### src/design/tmr_pkg.sv
// Purpose: shared constants for the timer/event counter block
// Assumes: 32-bit APB, byte addresses, word-aligned registers
// Notes: all offsets and the control, output and status field positions live here, plus the compare reset value
package tmr_pkg;
  localparam int ADDR_W = 8;
  localparam int CNT_W = 16;
  // register byte offsets
  localparam logic [ADDR_W-1:0] OFS_CTRL = 8'h00;
  localparam logic [ADDR_W-1:0] OFS_PRESC = 8'h04;
  localparam logic [ADDR_W-1:0] OFS_EDGE = 8'h08;
  localparam logic [ADDR_W-1:0] OFS_OUTCTL = 8'h0C;
  localparam logic [ADDR_W-1:0] OFS_CMP1 = 8'h10;
  localparam logic [ADDR_W-1:0] OFS_CMP2 = 8'h14;
  localparam logic [ADDR_W-1:0] OFS_COUNT = 8'h18;
  localparam logic [ADDR_W-1:0] OFS_STATUS = 8'h1C;
  // control register fields
  localparam int CTRL_RUN = 0;
  localparam int CTRL_CLR_MATCH = 1;
  localparam int CTRL_CLR_EDGE = 2;
  // output control register fields
  localparam int OC_TOE = 0;
  localparam int OC_INV1 = 1;
  localparam int OC_FF_RST = 2;
  localparam int OC_FF_SET = 3;
  localparam int OC_INV2 = 4;
  localparam int OC_OSPE = 5;
  localparam int OC_OSPT = 6;
  localparam int OC_FF_STATE = 7;
  // status fields, write one to clear
  localparam int ST_EDGE1 = 0;
  localparam int ST_EDGE2 = 1;
  localparam int ST_MATCH1 = 2;
  localparam int ST_MATCH2 = 3;
  localparam int ST_W = 4;
  // prescaler select codes
  localparam logic [1:0] PS_DIV2 = 2'h0;
  localparam logic [1:0] PS_DIV4 = 2'h1;
  localparam logic [1:0] PS_DIV16 = 2'h2;
  localparam logic [1:0] PS_EXT = 2'h3;
  localparam logic [3:0] PS_MASK2 = 4'h1;
  localparam logic [3:0] PS_MASK4 = 4'h3;
  localparam logic [3:0] PS_MASK16 = 4'hF;
  // valid edge select codes
  localparam logic [1:0] EDGE_FALL = 2'h0;
  localparam logic [1:0] EDGE_RISE = 2'h1;
  localparam logic [1:0] EDGE_NONE = 2'h2;
  localparam logic [1:0] EDGE_BOTH = 2'h3;
  localparam logic [CNT_W-1:0] CMP_RESET = 16'hFFFF;
endpackage

### src/design/tmr_edge_det.sv
// Purpose: synchronise, noise-filter and edge-detect one capture input
// Assumes: i_smp strobes the noise sampling clock
// Notes: edge memory stays clear after reset until the first enable
`timescale 1ns/1ps
`default_nettype none
module tmr_edge_det
  import tmr_pkg::*;
(
  input wire logic i_core_clk,
  input wire logic i_resetn,
  input wire logic i_ce,
  input wire logic i_pin,
  input wire logic i_smp,
  input wire logic i_en,
  input wire logic [1:0] i_sel,
  output logic o_evt
);
  logic sync1_r, sync2_r, samp_r, filt_r, prev_r, ran_r;
  logic rise, fall;

  always_ff @(posedge i_core_clk or negedge i_resetn) begin
    if (!i_resetn) begin
      sync1_r <= 1'b0;
      sync2_r <= 1'b0;
    end else if (i_ce) begin
      sync1_r <= i_pin;
      sync2_r <= sync1_r;
    end
  end

  // two equal samples needed, so a one-sample glitch is dropped
  always_ff @(posedge i_core_clk or negedge i_resetn) begin
    if (!i_resetn) begin
      samp_r <= 1'b0;
      filt_r <= 1'b0;
    end else if (i_ce && i_smp) begin
      samp_r <= sync2_r;
      if (samp_r == sync2_r) begin
        filt_r <= sync2_r;
      end
    end
  end

  // prev tracks the level while stopped only once it has ever run
  always_ff @(posedge i_core_clk or negedge i_resetn) begin
    if (!i_resetn) begin
      prev_r <= 1'b0;
      ran_r <= 1'b0;
    end else if (i_ce) begin
      if (i_en) begin
        ran_r <= 1'b1;
      end
      if (i_en || ran_r) begin
        prev_r <= filt_r; // RL8 RL9
      end
    end
  end

  assign rise = filt_r && !prev_r;
  assign fall = !filt_r && prev_r;

  always_ff @(posedge i_core_clk or negedge i_resetn) begin
    if (!i_resetn) begin
      o_evt <= 1'b0;
    end else if (i_ce) begin
      o_evt <= i_en && ((rise && (i_sel == EDGE_RISE || i_sel == EDGE_BOTH)) ||
                        (fall && (i_sel == EDGE_FALL || i_sel == EDGE_BOTH)));
    end
  end

  a_rise_first_run: assert property (@(posedge i_core_clk) disable iff (!i_resetn)
    (i_ce && i_en && rise && i_sel == EDGE_RISE) |=> o_evt) // RL8
    else $error("rising edge not reported while enabled");
  a_no_rise_stopped: assert property (@(posedge i_core_clk) disable iff (!i_resetn)
    (i_ce && ran_r && !i_en) |=> (prev_r == $past(filt_r))) // RL9
    else $error("edge memory not tracking level while stopped");
endmodule // tmr_edge_det
`default_nettype wire

### src/design/tmr_timer.sv
// Purpose: 16-bit timer/event counter with output flip-flop and APB registers
// Assumes: i_core_clk 100 MHz, ring oscillator and capture pins asynchronous
// Notes: one wait-free APB access; stopping the counter clears it
// Overview of operation
// RL1: software spaces one-shot triggers two count clocks
// RL2: never set flip-flop before output enable
// RL3: configure output first, then set/reset flip-flop
// RL4: ring oscillator CPU clock divides into count
// RL5: ring oscillator samples external inputs then
// RL6: prescaler written only while counting stopped
// RL7: edge clock excludes edge clear and capture
// RL8: high pin after reset gives rising edge
// RL9: re-enable with high pin gives no edge
// RL10: shared pin is capture input or output
// RL11: one-shot trigger bit self-clears, reads zero
// RL12: flip-flop set and reset bits read zero
// RL13: pulse width change follows a safe sequence
// RL14: output pin follows flip-flop only when enabled
`timescale 1ns/1ps
`default_nettype none
module tmr_timer
  import tmr_pkg::*;
(
  input wire logic i_core_clk,
  input wire logic i_resetn,
  input wire logic i_ce,
  input wire logic i_psel,
  input wire logic i_penable,
  input wire logic i_pwrite,
  input wire logic [tmr_pkg::ADDR_W-1:0] i_paddr,
  input wire logic [31:0] i_pwdata,
  output logic [31:0] o_prdata,
  output logic o_pready,
  output logic o_pslverr,
  input wire logic i_cpu_on_internal_ring_oscillator,
  input wire logic i_internal_ring_oscillator,
  input wire logic i_first_capture_input,
  input wire logic i_shared_pin,
  output logic o_shared_pin,
  output logic o_shared_pin_oe
);
  import tmr_pkg::*;

  logic [2:0] ctrl_r;
  logic [1:0] prescaler_select_reg_r;
  logic [3:0] edge_sel_r;
  logic timer_output_enable_r, invert_on_first_match_r, invert_on_second_match_r;
  logic one_shot_mode_enable_r, os_pend_r, os_active_r, ff_r;
  logic [CNT_W-1:0] first_compare_reg_r, second_compare_reg_r, timer_count_value_r;
  logic [ST_W-1:0] status_r;
  logic [3:0] pcnt_r;
  logic ring_s1_r, ring_s2_r, ring_s3_r, mode_s1_r, ring_mode_r;
  logic wr, setup, mapped, ring_rise, base_tick, smp, tick, run_en, running;
  logic m1, m2, step, os_start, edge_clear;
  logic [1:0] evt;
  logic [3:0] pmask;
  logic [31:0] rdata;

  assign setup = i_psel && !i_penable;
  assign wr = i_psel && i_penable && o_pready && i_pwrite;
  assign run_en = ctrl_r[CTRL_RUN];

  // ring oscillator and its select are foreign levels, hence synchronised
  always_ff @(posedge i_core_clk or negedge i_resetn) begin
    if (!i_resetn) begin
      ring_s1_r <= 1'b0;
      ring_s2_r <= 1'b0;
      ring_s3_r <= 1'b0;
      mode_s1_r <= 1'b0;
      ring_mode_r <= 1'b0;
    end else if (i_ce) begin
      ring_s1_r <= i_internal_ring_oscillator;
      ring_s2_r <= ring_s1_r;
      ring_s3_r <= ring_s2_r;
      mode_s1_r <= i_cpu_on_internal_ring_oscillator;
      ring_mode_r <= mode_s1_r;
    end
  end

  assign ring_rise = ring_s2_r && !ring_s3_r;
  assign base_tick = ring_mode_r ? ring_rise : 1'b1; // RL4
  assign smp = ring_mode_r ? ring_rise : 1'b1; // RL5

  // in ring mode, inputs beyond this point are only as good as the ring clock rate
  generate
    for (genvar g = 0; g < 2; g++) begin : g_edge
      tmr_edge_det u_edge (
        .i_core_clk(i_core_clk),
        .i_resetn(i_resetn),
        .i_ce(i_ce),
        .i_pin(g == 0 ? i_first_capture_input : i_shared_pin),
        .i_smp(smp),
        .i_en(run_en && (g == 0 || !timer_output_enable_r)), // RL10
        .i_sel(edge_sel_r[2*g +: 2]),
        .o_evt(evt[g])
      );
    end
  endgenerate

  always_comb begin
    case (prescaler_select_reg_r)
      PS_DIV2: pmask = PS_MASK2;
      PS_DIV4: pmask = PS_MASK4;
      default: pmask = PS_MASK16;
    endcase
  end

  always_ff @(posedge i_core_clk or negedge i_resetn) begin
    if (!i_resetn) begin
      pcnt_r <= 4'h0;
    end else if (i_ce) begin
      if (!run_en) begin
        pcnt_r <= 4'h0;
      end else if (base_tick) begin
        pcnt_r <= pcnt_r + 4'h1;
      end
    end
  end

  // edge-as-clock leaves edge clearing unused; software must not mix them
  assign tick = run_en && ((prescaler_select_reg_r == PS_EXT) ? evt[0] :
                (base_tick && ((pcnt_r & pmask) == pmask))); // RL4
  assign edge_clear = ctrl_r[CTRL_CLR_EDGE] && evt[0] &&
                      prescaler_select_reg_r != PS_EXT && !one_shot_mode_enable_r; // RL7
  assign running = one_shot_mode_enable_r ? os_active_r : 1'b1;
  assign m1 = timer_count_value_r == first_compare_reg_r;
  assign m2 = timer_count_value_r == second_compare_reg_r;
  assign step = tick && running;
  assign os_start = run_en && one_shot_mode_enable_r && !os_active_r &&
                    (os_pend_r || (evt[0] && prescaler_select_reg_r != PS_EXT));

  always_ff @(posedge i_core_clk or negedge i_resetn) begin
    if (!i_resetn) begin
      timer_count_value_r <= '0;
    end else if (i_ce) begin
      if (!run_en || os_start || edge_clear) begin
        timer_count_value_r <= '0;
      end else if (step) begin
        if (m1 && ctrl_r[CTRL_CLR_MATCH]) begin
          timer_count_value_r <= '0;
        end else begin
          timer_count_value_r <= timer_count_value_r + 16'h0001;
        end
      end
    end
  end

  // an edge retrigger during an active pulse is ignored; a written trigger waits in os_pend_r until the pulse ends
  always_ff @(posedge i_core_clk or negedge i_resetn) begin
    if (!i_resetn) begin
      os_active_r <= 1'b0;
      os_pend_r <= 1'b0;
    end else if (i_ce) begin
      if (!run_en || !one_shot_mode_enable_r) begin
        os_active_r <= 1'b0;
      end else if (os_start) begin
        os_active_r <= 1'b1;
      end else if (step && m1) begin
        os_active_r <= 1'b0;
      end
      if (wr && i_paddr == OFS_OUTCTL && i_pwdata[OC_OSPT]) begin
        os_pend_r <= 1'b1; // RL11
      end else if (os_start || !run_en) begin
        os_pend_r <= 1'b0; // RL1
      end
    end
  end

  // set/reset written on their own; the bits are never stored
  always_ff @(posedge i_core_clk or negedge i_resetn) begin
    if (!i_resetn) begin
      ff_r <= 1'b0;
    end else if (i_ce) begin
      if (wr && i_paddr == OFS_OUTCTL && i_pwdata[OC_FF_SET]) begin
        ff_r <= 1'b1; // RL2 RL3
      end else if (wr && i_paddr == OFS_OUTCTL && i_pwdata[OC_FF_RST]) begin
        ff_r <= 1'b0; // RL3
      end else if (step) begin
        ff_r <= ff_r ^ (invert_on_first_match_r && m1) ^ (invert_on_second_match_r && m2);
      end
    end
  end

  always_ff @(posedge i_core_clk or negedge i_resetn) begin
    if (!i_resetn) begin
      o_shared_pin <= 1'b0;
      o_shared_pin_oe <= 1'b0;
    end else if (i_ce) begin
      o_shared_pin <= timer_output_enable_r && ff_r; // RL14
      o_shared_pin_oe <= timer_output_enable_r; // RL10 RL14
    end
  end

  always_ff @(posedge i_core_clk or negedge i_resetn) begin
    if (!i_resetn) begin
      ctrl_r <= '0;
      prescaler_select_reg_r <= PS_DIV2;
      edge_sel_r <= {EDGE_NONE, EDGE_NONE};
      timer_output_enable_r <= 1'b0;
      invert_on_first_match_r <= 1'b0;
      invert_on_second_match_r <= 1'b0;
      one_shot_mode_enable_r <= 1'b0;
      first_compare_reg_r <= CMP_RESET;
      second_compare_reg_r <= CMP_RESET;
    end else if (i_ce && wr) begin
      case (i_paddr)
        OFS_CTRL: ctrl_r <= i_pwdata[2:0];
        OFS_PRESC: prescaler_select_reg_r <= i_pwdata[1:0]; // RL6
        OFS_EDGE: edge_sel_r <= i_pwdata[3:0];
        OFS_OUTCTL: begin
          timer_output_enable_r <= i_pwdata[OC_TOE];
          invert_on_first_match_r <= i_pwdata[OC_INV1];
          invert_on_second_match_r <= i_pwdata[OC_INV2]; // RL13
          one_shot_mode_enable_r <= i_pwdata[OC_OSPE];
        end
        OFS_CMP1: first_compare_reg_r <= i_pwdata[CNT_W-1:0];
        OFS_CMP2: second_compare_reg_r <= i_pwdata[CNT_W-1:0];
        default: ;
      endcase
    end
  end

  // hardware set wins over a same-cycle write-one clear
  always_ff @(posedge i_core_clk or negedge i_resetn) begin
    if (!i_resetn) begin
      status_r <= '0;
    end else if (i_ce) begin
      status_r <= (status_r & ~((wr && i_paddr == OFS_STATUS) ? i_pwdata[ST_W-1:0] : 4'h0))
                  | {step && m2, step && m1, evt[1], evt[0]};
    end
  end

  always_comb begin
    rdata = 32'h0000_0000;
    mapped = 1'b1;
    case (i_paddr)
      OFS_CTRL: rdata[2:0] = ctrl_r;
      OFS_PRESC: rdata[1:0] = prescaler_select_reg_r;
      OFS_EDGE: rdata[3:0] = edge_sel_r;
      OFS_OUTCTL: begin
        rdata[OC_TOE] = timer_output_enable_r;
        rdata[OC_INV1] = invert_on_first_match_r;
        rdata[OC_INV2] = invert_on_second_match_r;
        rdata[OC_OSPE] = one_shot_mode_enable_r;
        rdata[OC_FF_STATE] = ff_r;
      end
      OFS_CMP1: rdata[CNT_W-1:0] = first_compare_reg_r;
      OFS_CMP2: rdata[CNT_W-1:0] = second_compare_reg_r;
      OFS_COUNT: rdata[CNT_W-1:0] = timer_count_value_r;
      OFS_STATUS: rdata[ST_W-1:0] = status_r;
      default: mapped = 1'b0;
    endcase
  end

  always_ff @(posedge i_core_clk or negedge i_resetn) begin
    if (!i_resetn) begin
      o_pready <= 1'b0;
      o_pslverr <= 1'b0;
      o_prdata <= 32'h0000_0000;
    end else if (i_ce) begin
      o_pready <= setup;
      o_pslverr <= setup && !mapped;
      if (setup && !i_pwrite) begin
        o_prdata <= rdata; // RL11 RL12
      end
    end
  end

  a_ring_count_clk: assert property (@(posedge i_core_clk) disable iff (!i_resetn)
    (ring_mode_r && tick && prescaler_select_reg_r != PS_EXT) |-> ring_rise) // RL4
    else $error("count tick without ring oscillator edge");
  a_ring_sampling: assert property (@(posedge i_core_clk) disable iff (!i_resetn)
    (ring_mode_r && smp) |-> ring_rise) // RL5
    else $error("input sampled off the ring oscillator");
  a_shared_pin_excl: assert property (@(posedge i_core_clk) disable iff (!i_resetn)
    (i_ce && timer_output_enable_r) ##1 timer_output_enable_r |-> !evt[1]) // RL10
    else $error("capture edge seen while pin drives output");
  a_trigger_reads_zero: assert property (@(posedge i_core_clk) disable iff (!i_resetn)
    (i_ce && setup && !i_pwrite && i_paddr == OFS_OUTCTL) |=> !o_prdata[OC_OSPT]) // RL11
    else $error("one-shot trigger bit read back as one");
  a_setrst_read_zero: assert property (@(posedge i_core_clk) disable iff (!i_resetn)
    (i_ce && setup && !i_pwrite && i_paddr == OFS_OUTCTL)
      |=> (o_prdata[OC_FF_SET] == 1'b0 && o_prdata[OC_FF_RST] == 1'b0)) // RL12
    else $error("flip-flop set or reset bit read back as one");
  a_pin_follows_ff: assert property (@(posedge i_core_clk) disable iff (!i_resetn)
    (i_ce && timer_output_enable_r) |=> (o_shared_pin_oe && o_shared_pin == $past(ff_r))) // RL14
    else $error("output pin not following flip-flop");
  a_pin_released: assert property (@(posedge i_core_clk) disable iff (!i_resetn)
    (i_ce && !timer_output_enable_r) |=> (!o_shared_pin_oe && !o_shared_pin)) // RL14
    else $error("output pin driven while output disabled");
  a_trigger_clears: assert property (@(posedge i_core_clk) disable iff (!i_resetn)
    (i_ce && os_start) |=> (os_active_r && !os_pend_r && timer_count_value_r == '0)) // RL11
    else $error("one-shot start did not clear trigger and counter");
endmodule // tmr_timer
`default_nettype wire

### config.mk
export PLATFORM = sky130hd
export DESIGN_NAME = tmr_timer
export DESIGN_NICKNAME = d
export VERILOG_FILES = /design/src/design/tmr_pkg.sv /design/src/design/tmr_edge_det.sv /design/src/design/tmr_timer.sv
export SDC_FILE = /design/constraint.sdc
export NUM_CORES = 1
export LEC_CHECK = 0
export BUFFER_PORTS_ARGS = -buffer_cell sky130_fd_sc_hd__buf_2
export CAP_MARGIN = 20
export CORE_MARGIN = 8
export CORE_UTILIZATION = 52
export DETAILED_ROUTE_END_ITERATION = 8
export HOLD_SLACK_MARGIN = 0.03
export PLACE_DENSITY_LB_ADDON = 0.15
export RECOVER_POWER = 25
export SYNTH_ARGS = -nofsm -noshare
export SYNTH_HDL_FRONTEND = slang
export SYNTH_HIERARCHICAL = 1
export SYNTH_SLANG_ARGS = --single-unit
### constraint.sdc
create_clock -name i_core_clk -period 1.92 [get_ports i_core_clk]
set_input_delay 0.384 -clock i_core_clk [delete_from_list [all_inputs] [get_ports i_core_clk]]
set_output_delay 0.384 -clock i_core_clk [all_outputs]
set_load 0.01 [all_outputs]
=== Word level (Yosys, flattened, before mapping) ===
Index checks and enable logic that the tools add are counted.

* Bitwise operators: 6
* Add/subtract/negate cells: 2
* Equality and inequality tests: 20
* Reductions and logical operators: 92
* Mux-type cells: 26

{| class="wikitable"
|+ Operator list
! operator !! count
|-
| 2-to-1 mux 16 bit || 3
|-
| logical AND 1 bit || 41
|-
| AND reduction 2 bit || 18
|-
| == test 16 bit || 2
|-
| == test 8 x 5 -> 1 bit, second input constant || 4
|-
| one-hot mux 8 bit (3 select lines) || 1
|-
| adder 16 x 1 -> 16 bit, second input constant || 1
|-
| == test 8 x 4 -> 1 bit, second input constant || 2
|-
| one-hot mux 2 bit (8 select lines) || 1
|-
| zero test 1 bit || 12
|-
| logical OR 1 bit || 12
|-
| 2-to-1 mux 1 bit || 12
|-
| 2-to-1 mux 4 bit || 3
|-
| AND 4 bit || 2
|-
| == test 8 x 3 -> 1 bit, second input constant || 1
|-
| zero test 8 bit || 1
|-
| one-hot mux 2 bit (4 select lines) || 1
|-
| one-hot mux 4 bit (2 select lines) || 1
|-
| OR reduction 8 bit || 1
|-
| == test 2 x 1 -> 1 bit, second input constant || 3
|-
| == test 2 bit, second input constant || 3
|-
| zero test 2 bit || 3
|-
| one-hot mux 1 bit (6 select lines) || 1
|-
| nonzero test 3 bit || 2
|-
| 12 further kinds || 15
|}

* Input bits: 50
* Output and inout bits: 36
* Register bits: 111

=== Depth between registers and ports, before layout ===
* Word-level depth: 12
* Mapped depth: 9

=== By module ===
The synthesis kept the hierarchy.

{| class="wikitable"
|+ Modules (own cells, without submodules)
! module !! sequential area each (sq um) !! instances !! cells each !! area an instance (sq um)
|-
| tmr_timer || 2469.9 || 1 || 484 || 5320.1
|-
| tmr_edge_det || 175.2 || 2 || 27 || 334.1
|}

=== Worst setup path after synthesis ===
Ideal clock, no wire load.

* Path type: input -> register
* From: input port i_paddr[5] in the netlist's numbering
* To: register second_compare_reg_r[10]
* Setup time: 82 ps
* Arrival: 1887 ps
* Stages: 8
* Path slack: -49 ps
* Required time: 1838 ps
* Cells stage by stage: nor3_2 -> nand2_1 -> nor4bb_1 -> buf_2 -> and2b_1 -> buf_4 -> buf_6 -> mux2_2

* Cells in the longest elaborated chain, start to end: 2

{| class="wikitable"
|+ RTL lines
! what !! line !! text
|-
| start, declared || tmr_timer.sv:30 || <nowiki>input wire logic [tmr_pkg::ADDR_W-1:0] i_paddr,</nowiki>
|-
| == test 8 x 5 -> 1 bit || tmr_timer.sv:206 || <nowiki>case (i_paddr)</nowiki>
|-
| AND reduction 2 bit (no source line) || n/a ||
|-
| end signal, assigned || tmr_timer.sv:217 || <nowiki>OFS_CMP2: second_compare_reg_r <= i_pwdata[CNT_W-1:0];</nowiki>
|-
| end, declared || tmr_timer.sv:49 || <nowiki>logic [CNT_W-1:0] first_compare_reg_r, second_compare_reg_r, timer_count_value_r;</nowiki>
|}

No other way between the ends.
A chain may end at the register's enable or synchronous reset.

=== Worst setup path in the final report ===
* From: register first_compare_reg_r[4]
* To: register timer_count_value_r[15]

* Cells in the longest elaborated chain, start to end: 5

{| class="wikitable"
|+ RTL lines
! what !! line !! text
|-
| start, declared || tmr_timer.sv:49 ||
|-
| start signal, assigned || tmr_timer.sv:216 || <nowiki>OFS_CMP1: first_compare_reg_r <= i_pwdata[CNT_W-1:0];</nowiki>
|-
| == test 16 bit || tmr_timer.sv:126 || <nowiki>assign m1 = timer_count_value_r == first_compare_reg_r;</nowiki>
|-
| logical AND 1 bit || tmr_timer.sv:139 || <nowiki>if (m1 && ctrl_r[CTRL_CLR_MATCH]) begin</nowiki>
|-
| 2-to-1 mux 16 bit || tmr_timer.sv:139 ||
|-
| 2-to-1 mux 16 bit || tmr_timer.sv:138 || <nowiki>end else if (step) begin</nowiki>
|-
| 2-to-1 mux 16 bit || tmr_timer.sv:136 || <nowiki>if (!run_en || os_start || edge_clear) begin</nowiki>
|-
| end signal, assigned || tmr_timer.sv:142 || <nowiki>timer_count_value_r <= timer_count_value_r + 16'h0001;</nowiki>
|-
| end, declared || tmr_timer.sv:49 ||
|}

No other way between the ends. The select of a mux whose other input is x is not followed.

==> results.md <==
* Status: finished, violations left
* Failing checks: negative setup slack
* Metal2 WL at ~7 mm
* Global route total overflow at 0
* Sink Count at approximately 110
* Syn avg cell area at between 10 and 15 sq um
* Main synth FF type: dfrtp_1
* Cts bufs inserted at 9
* Kind of critical path: flop to flop
* Post-synthesis compound-gate area fraction at 0.138
* Total GRT Usage at 0.213
* Hold Crit Class: input port to flop
* Placer congestion estimate at about 0.85
* Slew margin rel. at 0.203
* Mapped Cells at approximately 540
* Worst Hold Margin at roughly 260 ps
* Post-synthesis simple-gate area fraction at 0.131
* Synth Cell Area at around 0.0060 sq mm
* Clock transition at the registers of the reported paths at approximately 70 ps
* Pwr Total at 4.94 mW
* Vias at 4618
* Top sig layer: met4
* Routed wire length at between 15 and 20 mm
* WL/cell at 19.0 um
* Nets at a little over 700
* Main combinational cell family by area after synthesis: compound AO/OA/AOI/OAI gates
* Seq/Total Area, Yosys at 0.471
* Die area at 0.0152 sq mm
* Kind of cell adding the most delay to the critical path: simple AND/OR/NAND/NOR gates
* H-tree levels at 3
* I/O Pins at 86
* Max-cap violations at 0
* Setup WS post-layout at -149 ps
* Crit start category: flop
* Filler instances at 936
* Async SR Flop Fraction at 1.00
* Crit path largest cell delay at between 500 and 600 ps
* # DRC at 0
* # diodes at 0
* CP required at around 2200 ps
* CP Data Arrival Time at 2310 ps
* Mux share of post-synthesis cell area at 0.121
* Crit path buf inv count at 2
* Worst-Skew Late Latency at 350 ps
* Layout cell share with drive strength beyond 1 at 0.437
* Syn-to-layout area delta at 21.7%
* #FFs+latches synth at about 110
* Starting Density at 0.529
* Leak pwr at approximately 3.3 nW
* Post-synthesis adder-cell area fraction at 0.0125
* First-pass GRT wire length at about 25 mm
* Unrepaired setup endpoints after global routing: yes
* Vias per inst at between 5 and 6
* Final ANT Viol Nets at 0
* Routed length on met1 at around 7.3 mm
* Power Dens Cells at 678 mW/mm^2
* CP Capture Type: flop
* Final core utilization at 0.644
* Peak VDD IR at approximately 0.47 mV
* Multi-input logic area at roughly 0.0029 sq mm
* EDFF count, synth at 0
* Die Width at ~120 um
* Setup Skew at ~5.3 ps
* CTS tree: yes
* Vias in the first global route at around 4800
* DRT iter0 DRCs at just under 400
* Final slew viol count at 0
* Port Buf Inserts at 53
* DR pass1 iterations at 5
* F_max at a little under 0.5 GHz
* Pre-CTS setup slack at -293 ps
* Post-DP HPWL at about 11 mm
* Routed wl met3 at 768 um
* Syn. warnings at 6
* Post-route non-filler standard cell count at 809
* Synth cell types at 66
* Critical path, cell by cell: xor2_1, nor4_2, buf_4, nand4_1, or2_4, o31ai_4, buf_12, o32ai_1
* Worst-Margin Slew at ~1200 ps
* Row count at 39
* Crit-path max FO at 12
* Final min period at 2070 ps
* Initial antenna violation count at 0
* Placed Cells at around 800
* Final count of negative-setup-slack endpoints at 17
* Final hold violation count at 0
* Clock Tree Buf Depth at 2
* Reg area at approximately 0.0028 sq mm
* Xor/xnor share of the synthesized area at 0.0468
* Clk root buf: clkbuf_16
* Largest net degree at the start of global routing at 38
* Final period util at 1.08
* Die Height at approximately 120 um
* Worst path slowest cell: dfstp_2
* Core area at around 0.011 sq mm
## per-stage QoR
step,TNS [ps],cell area (sq um)
global route,-7880,7290
global placement,-8420,6890
floorplan,-211,6050
finish,-1660,7290
CTS,-1950,7260
detailed placement,-7490,6890
## power by group
part           internal, mW  switching, mW  leakage (nW)
Clock                 0.962          0.875         0.143
Combinational         0.234          0.308          1.84
Sequential             2.48         0.0889          1.36
## registers in the layout, indices dropped and copies added (netlist names), 3 cells and up
| register | cells |
|---|---|
| first_compare_reg_r | 16 |
| o_prdata | 16 |
| second_compare_reg_r | 16 |
| timer_count_value_r | 16 |
| edge_sel_r | 4 |
| pcnt_r | 4 |
| status_r | 4 |
| ctrl_r | 3 |
## synthesized netlist by cell type (6+ instances only)
cell type   n  area [sq um]
or4_1       8          60.1
xnor2_1    16           140
nand3_1     9          45.0
inv_1      18          67.6
buf_6      14           158
xor2_1     16           140
or3_1       6          37.5
a222oi_1   12           120
ha_1        6          75.1
dfrtp_1    77          1930
buf_4      23           173
nor2_1     23          86.3
nand4_1    10          62.6
o31ai_1     7          52.6
buf_2       7          35.0
nand2_1    38           143
mux2_2     55           619
dfstp_2    34           893
nor3_1      8          40.0
a21oi_1    24           120
o21ai_0    20           100
a31oi_1     7          43.8
nor4_1      6          37.5
clkbuf_1    7          26.3
## timing repair
item | CTS | global route
endpoints found under the hold margin | 15 | 0
buffers inserted | 0 | 0
endpoints found under the setup margin | 19 | 19
cloned | 0 | 0
hold buffers | 1 | 0
pin swaps | 11 | 0
gates resized for setup | 14 | 10
## placed cells by master, fill, tap and decap left out, types with 4 or more instances in the layout
cell | synthesis | layout
xnor2_1 | 16 | 15
dfrtp_1 | 77 | 76
conb_1 | 1 | 16
or4_1 | 8 | 8
or3_1 | 6 | 6
o21ai_2 | 3 | 5
nor2_1 | 23 | 23
nand3b_1 | 5 | 5
mux2_2 | 55 | 55
nor3_1 | 8 | 7
and3_1 | 5 | 5
a31oi_1 | 7 | 5
clkbuf_16 | 0 | 9
nor4_2 | 0 | 4
buf_4 | 23 | 87
a222oi_1 | 12 | 12
a21oi_1 | 24 | 22
ha_1 | 6 | 6
inv_1 | 18 | 18
nand2b_1 | 5 | 5
buf_2 | 7 | 52
xor2_1 | 16 | 15
o31ai_1 | 7 | 7
o21ai_1 | 5 | 5
nor2b_1 | 5 | 5
dfstp_2 | 34 | 34
nand2_1 | 38 | 36
nand4_1 | 10 | 10
o21ai_0 | 20 | 18
nand3_1 | 9 | 9
a22o_1 | 4 | 4
## final cells by class
| cell class | instances | share of cell area |
|---|---|---|
| multi-input combinational | 372 | 0.397 |
| sequential | 111 | 0.387 |
| timing repair buffer | 149 | 0.142 |
| clock buffer | 11 | 0.0347 |
| tap | 143 | 0.0245 |
| inverter | 18 | 0.00927 |
| clock inverter | 5 | 0.00549 |
## cell families after synthesis
group | Yosys count
XOR/XNOR | 32
AND/OR/NAND/NOR | 144
multiplexers | 62
buffers and inverters | 70
AO/OA/AOI/OAI | 112
flip-flops | 111
adder cells (fa/ha/maj) | 6
other | 1
## path summary, 6_finish.rpt
| path | start | to | slack (ps) | cells past startpoint |
|---|---|---|---|---|
| max in group asynchronous | i_resetn | first_compare_reg_r[12] | 160 | 3 |
| setup / recovery | first_compare_reg_r[4] | timer_count_value_r[15] | -150 | 8 |
| min in group asynchronous | i_resetn | mode_s1_r | 790 | 2 |
| hold reg to reg | g_edge[1].u_edge/samp_r | g_edge[1].u_edge/samp_r | 480 | 1 |
| hold / removal | i_shared_pin | g_edge[1].u_edge/sync1_r | 260 | 2 |
| setup reg to reg | first_compare_reg_r[4] | timer_count_value_r[15] | -150 | 8 |
## layer usage
metal  up-vias  GRT usage
met5         -          0
met4         0     0.0790
met3        21     0.0333
met2       127      0.330
met1      2306      0.297
li1       2164          -
Note: power is estimated with default switching activity, not from simulation.
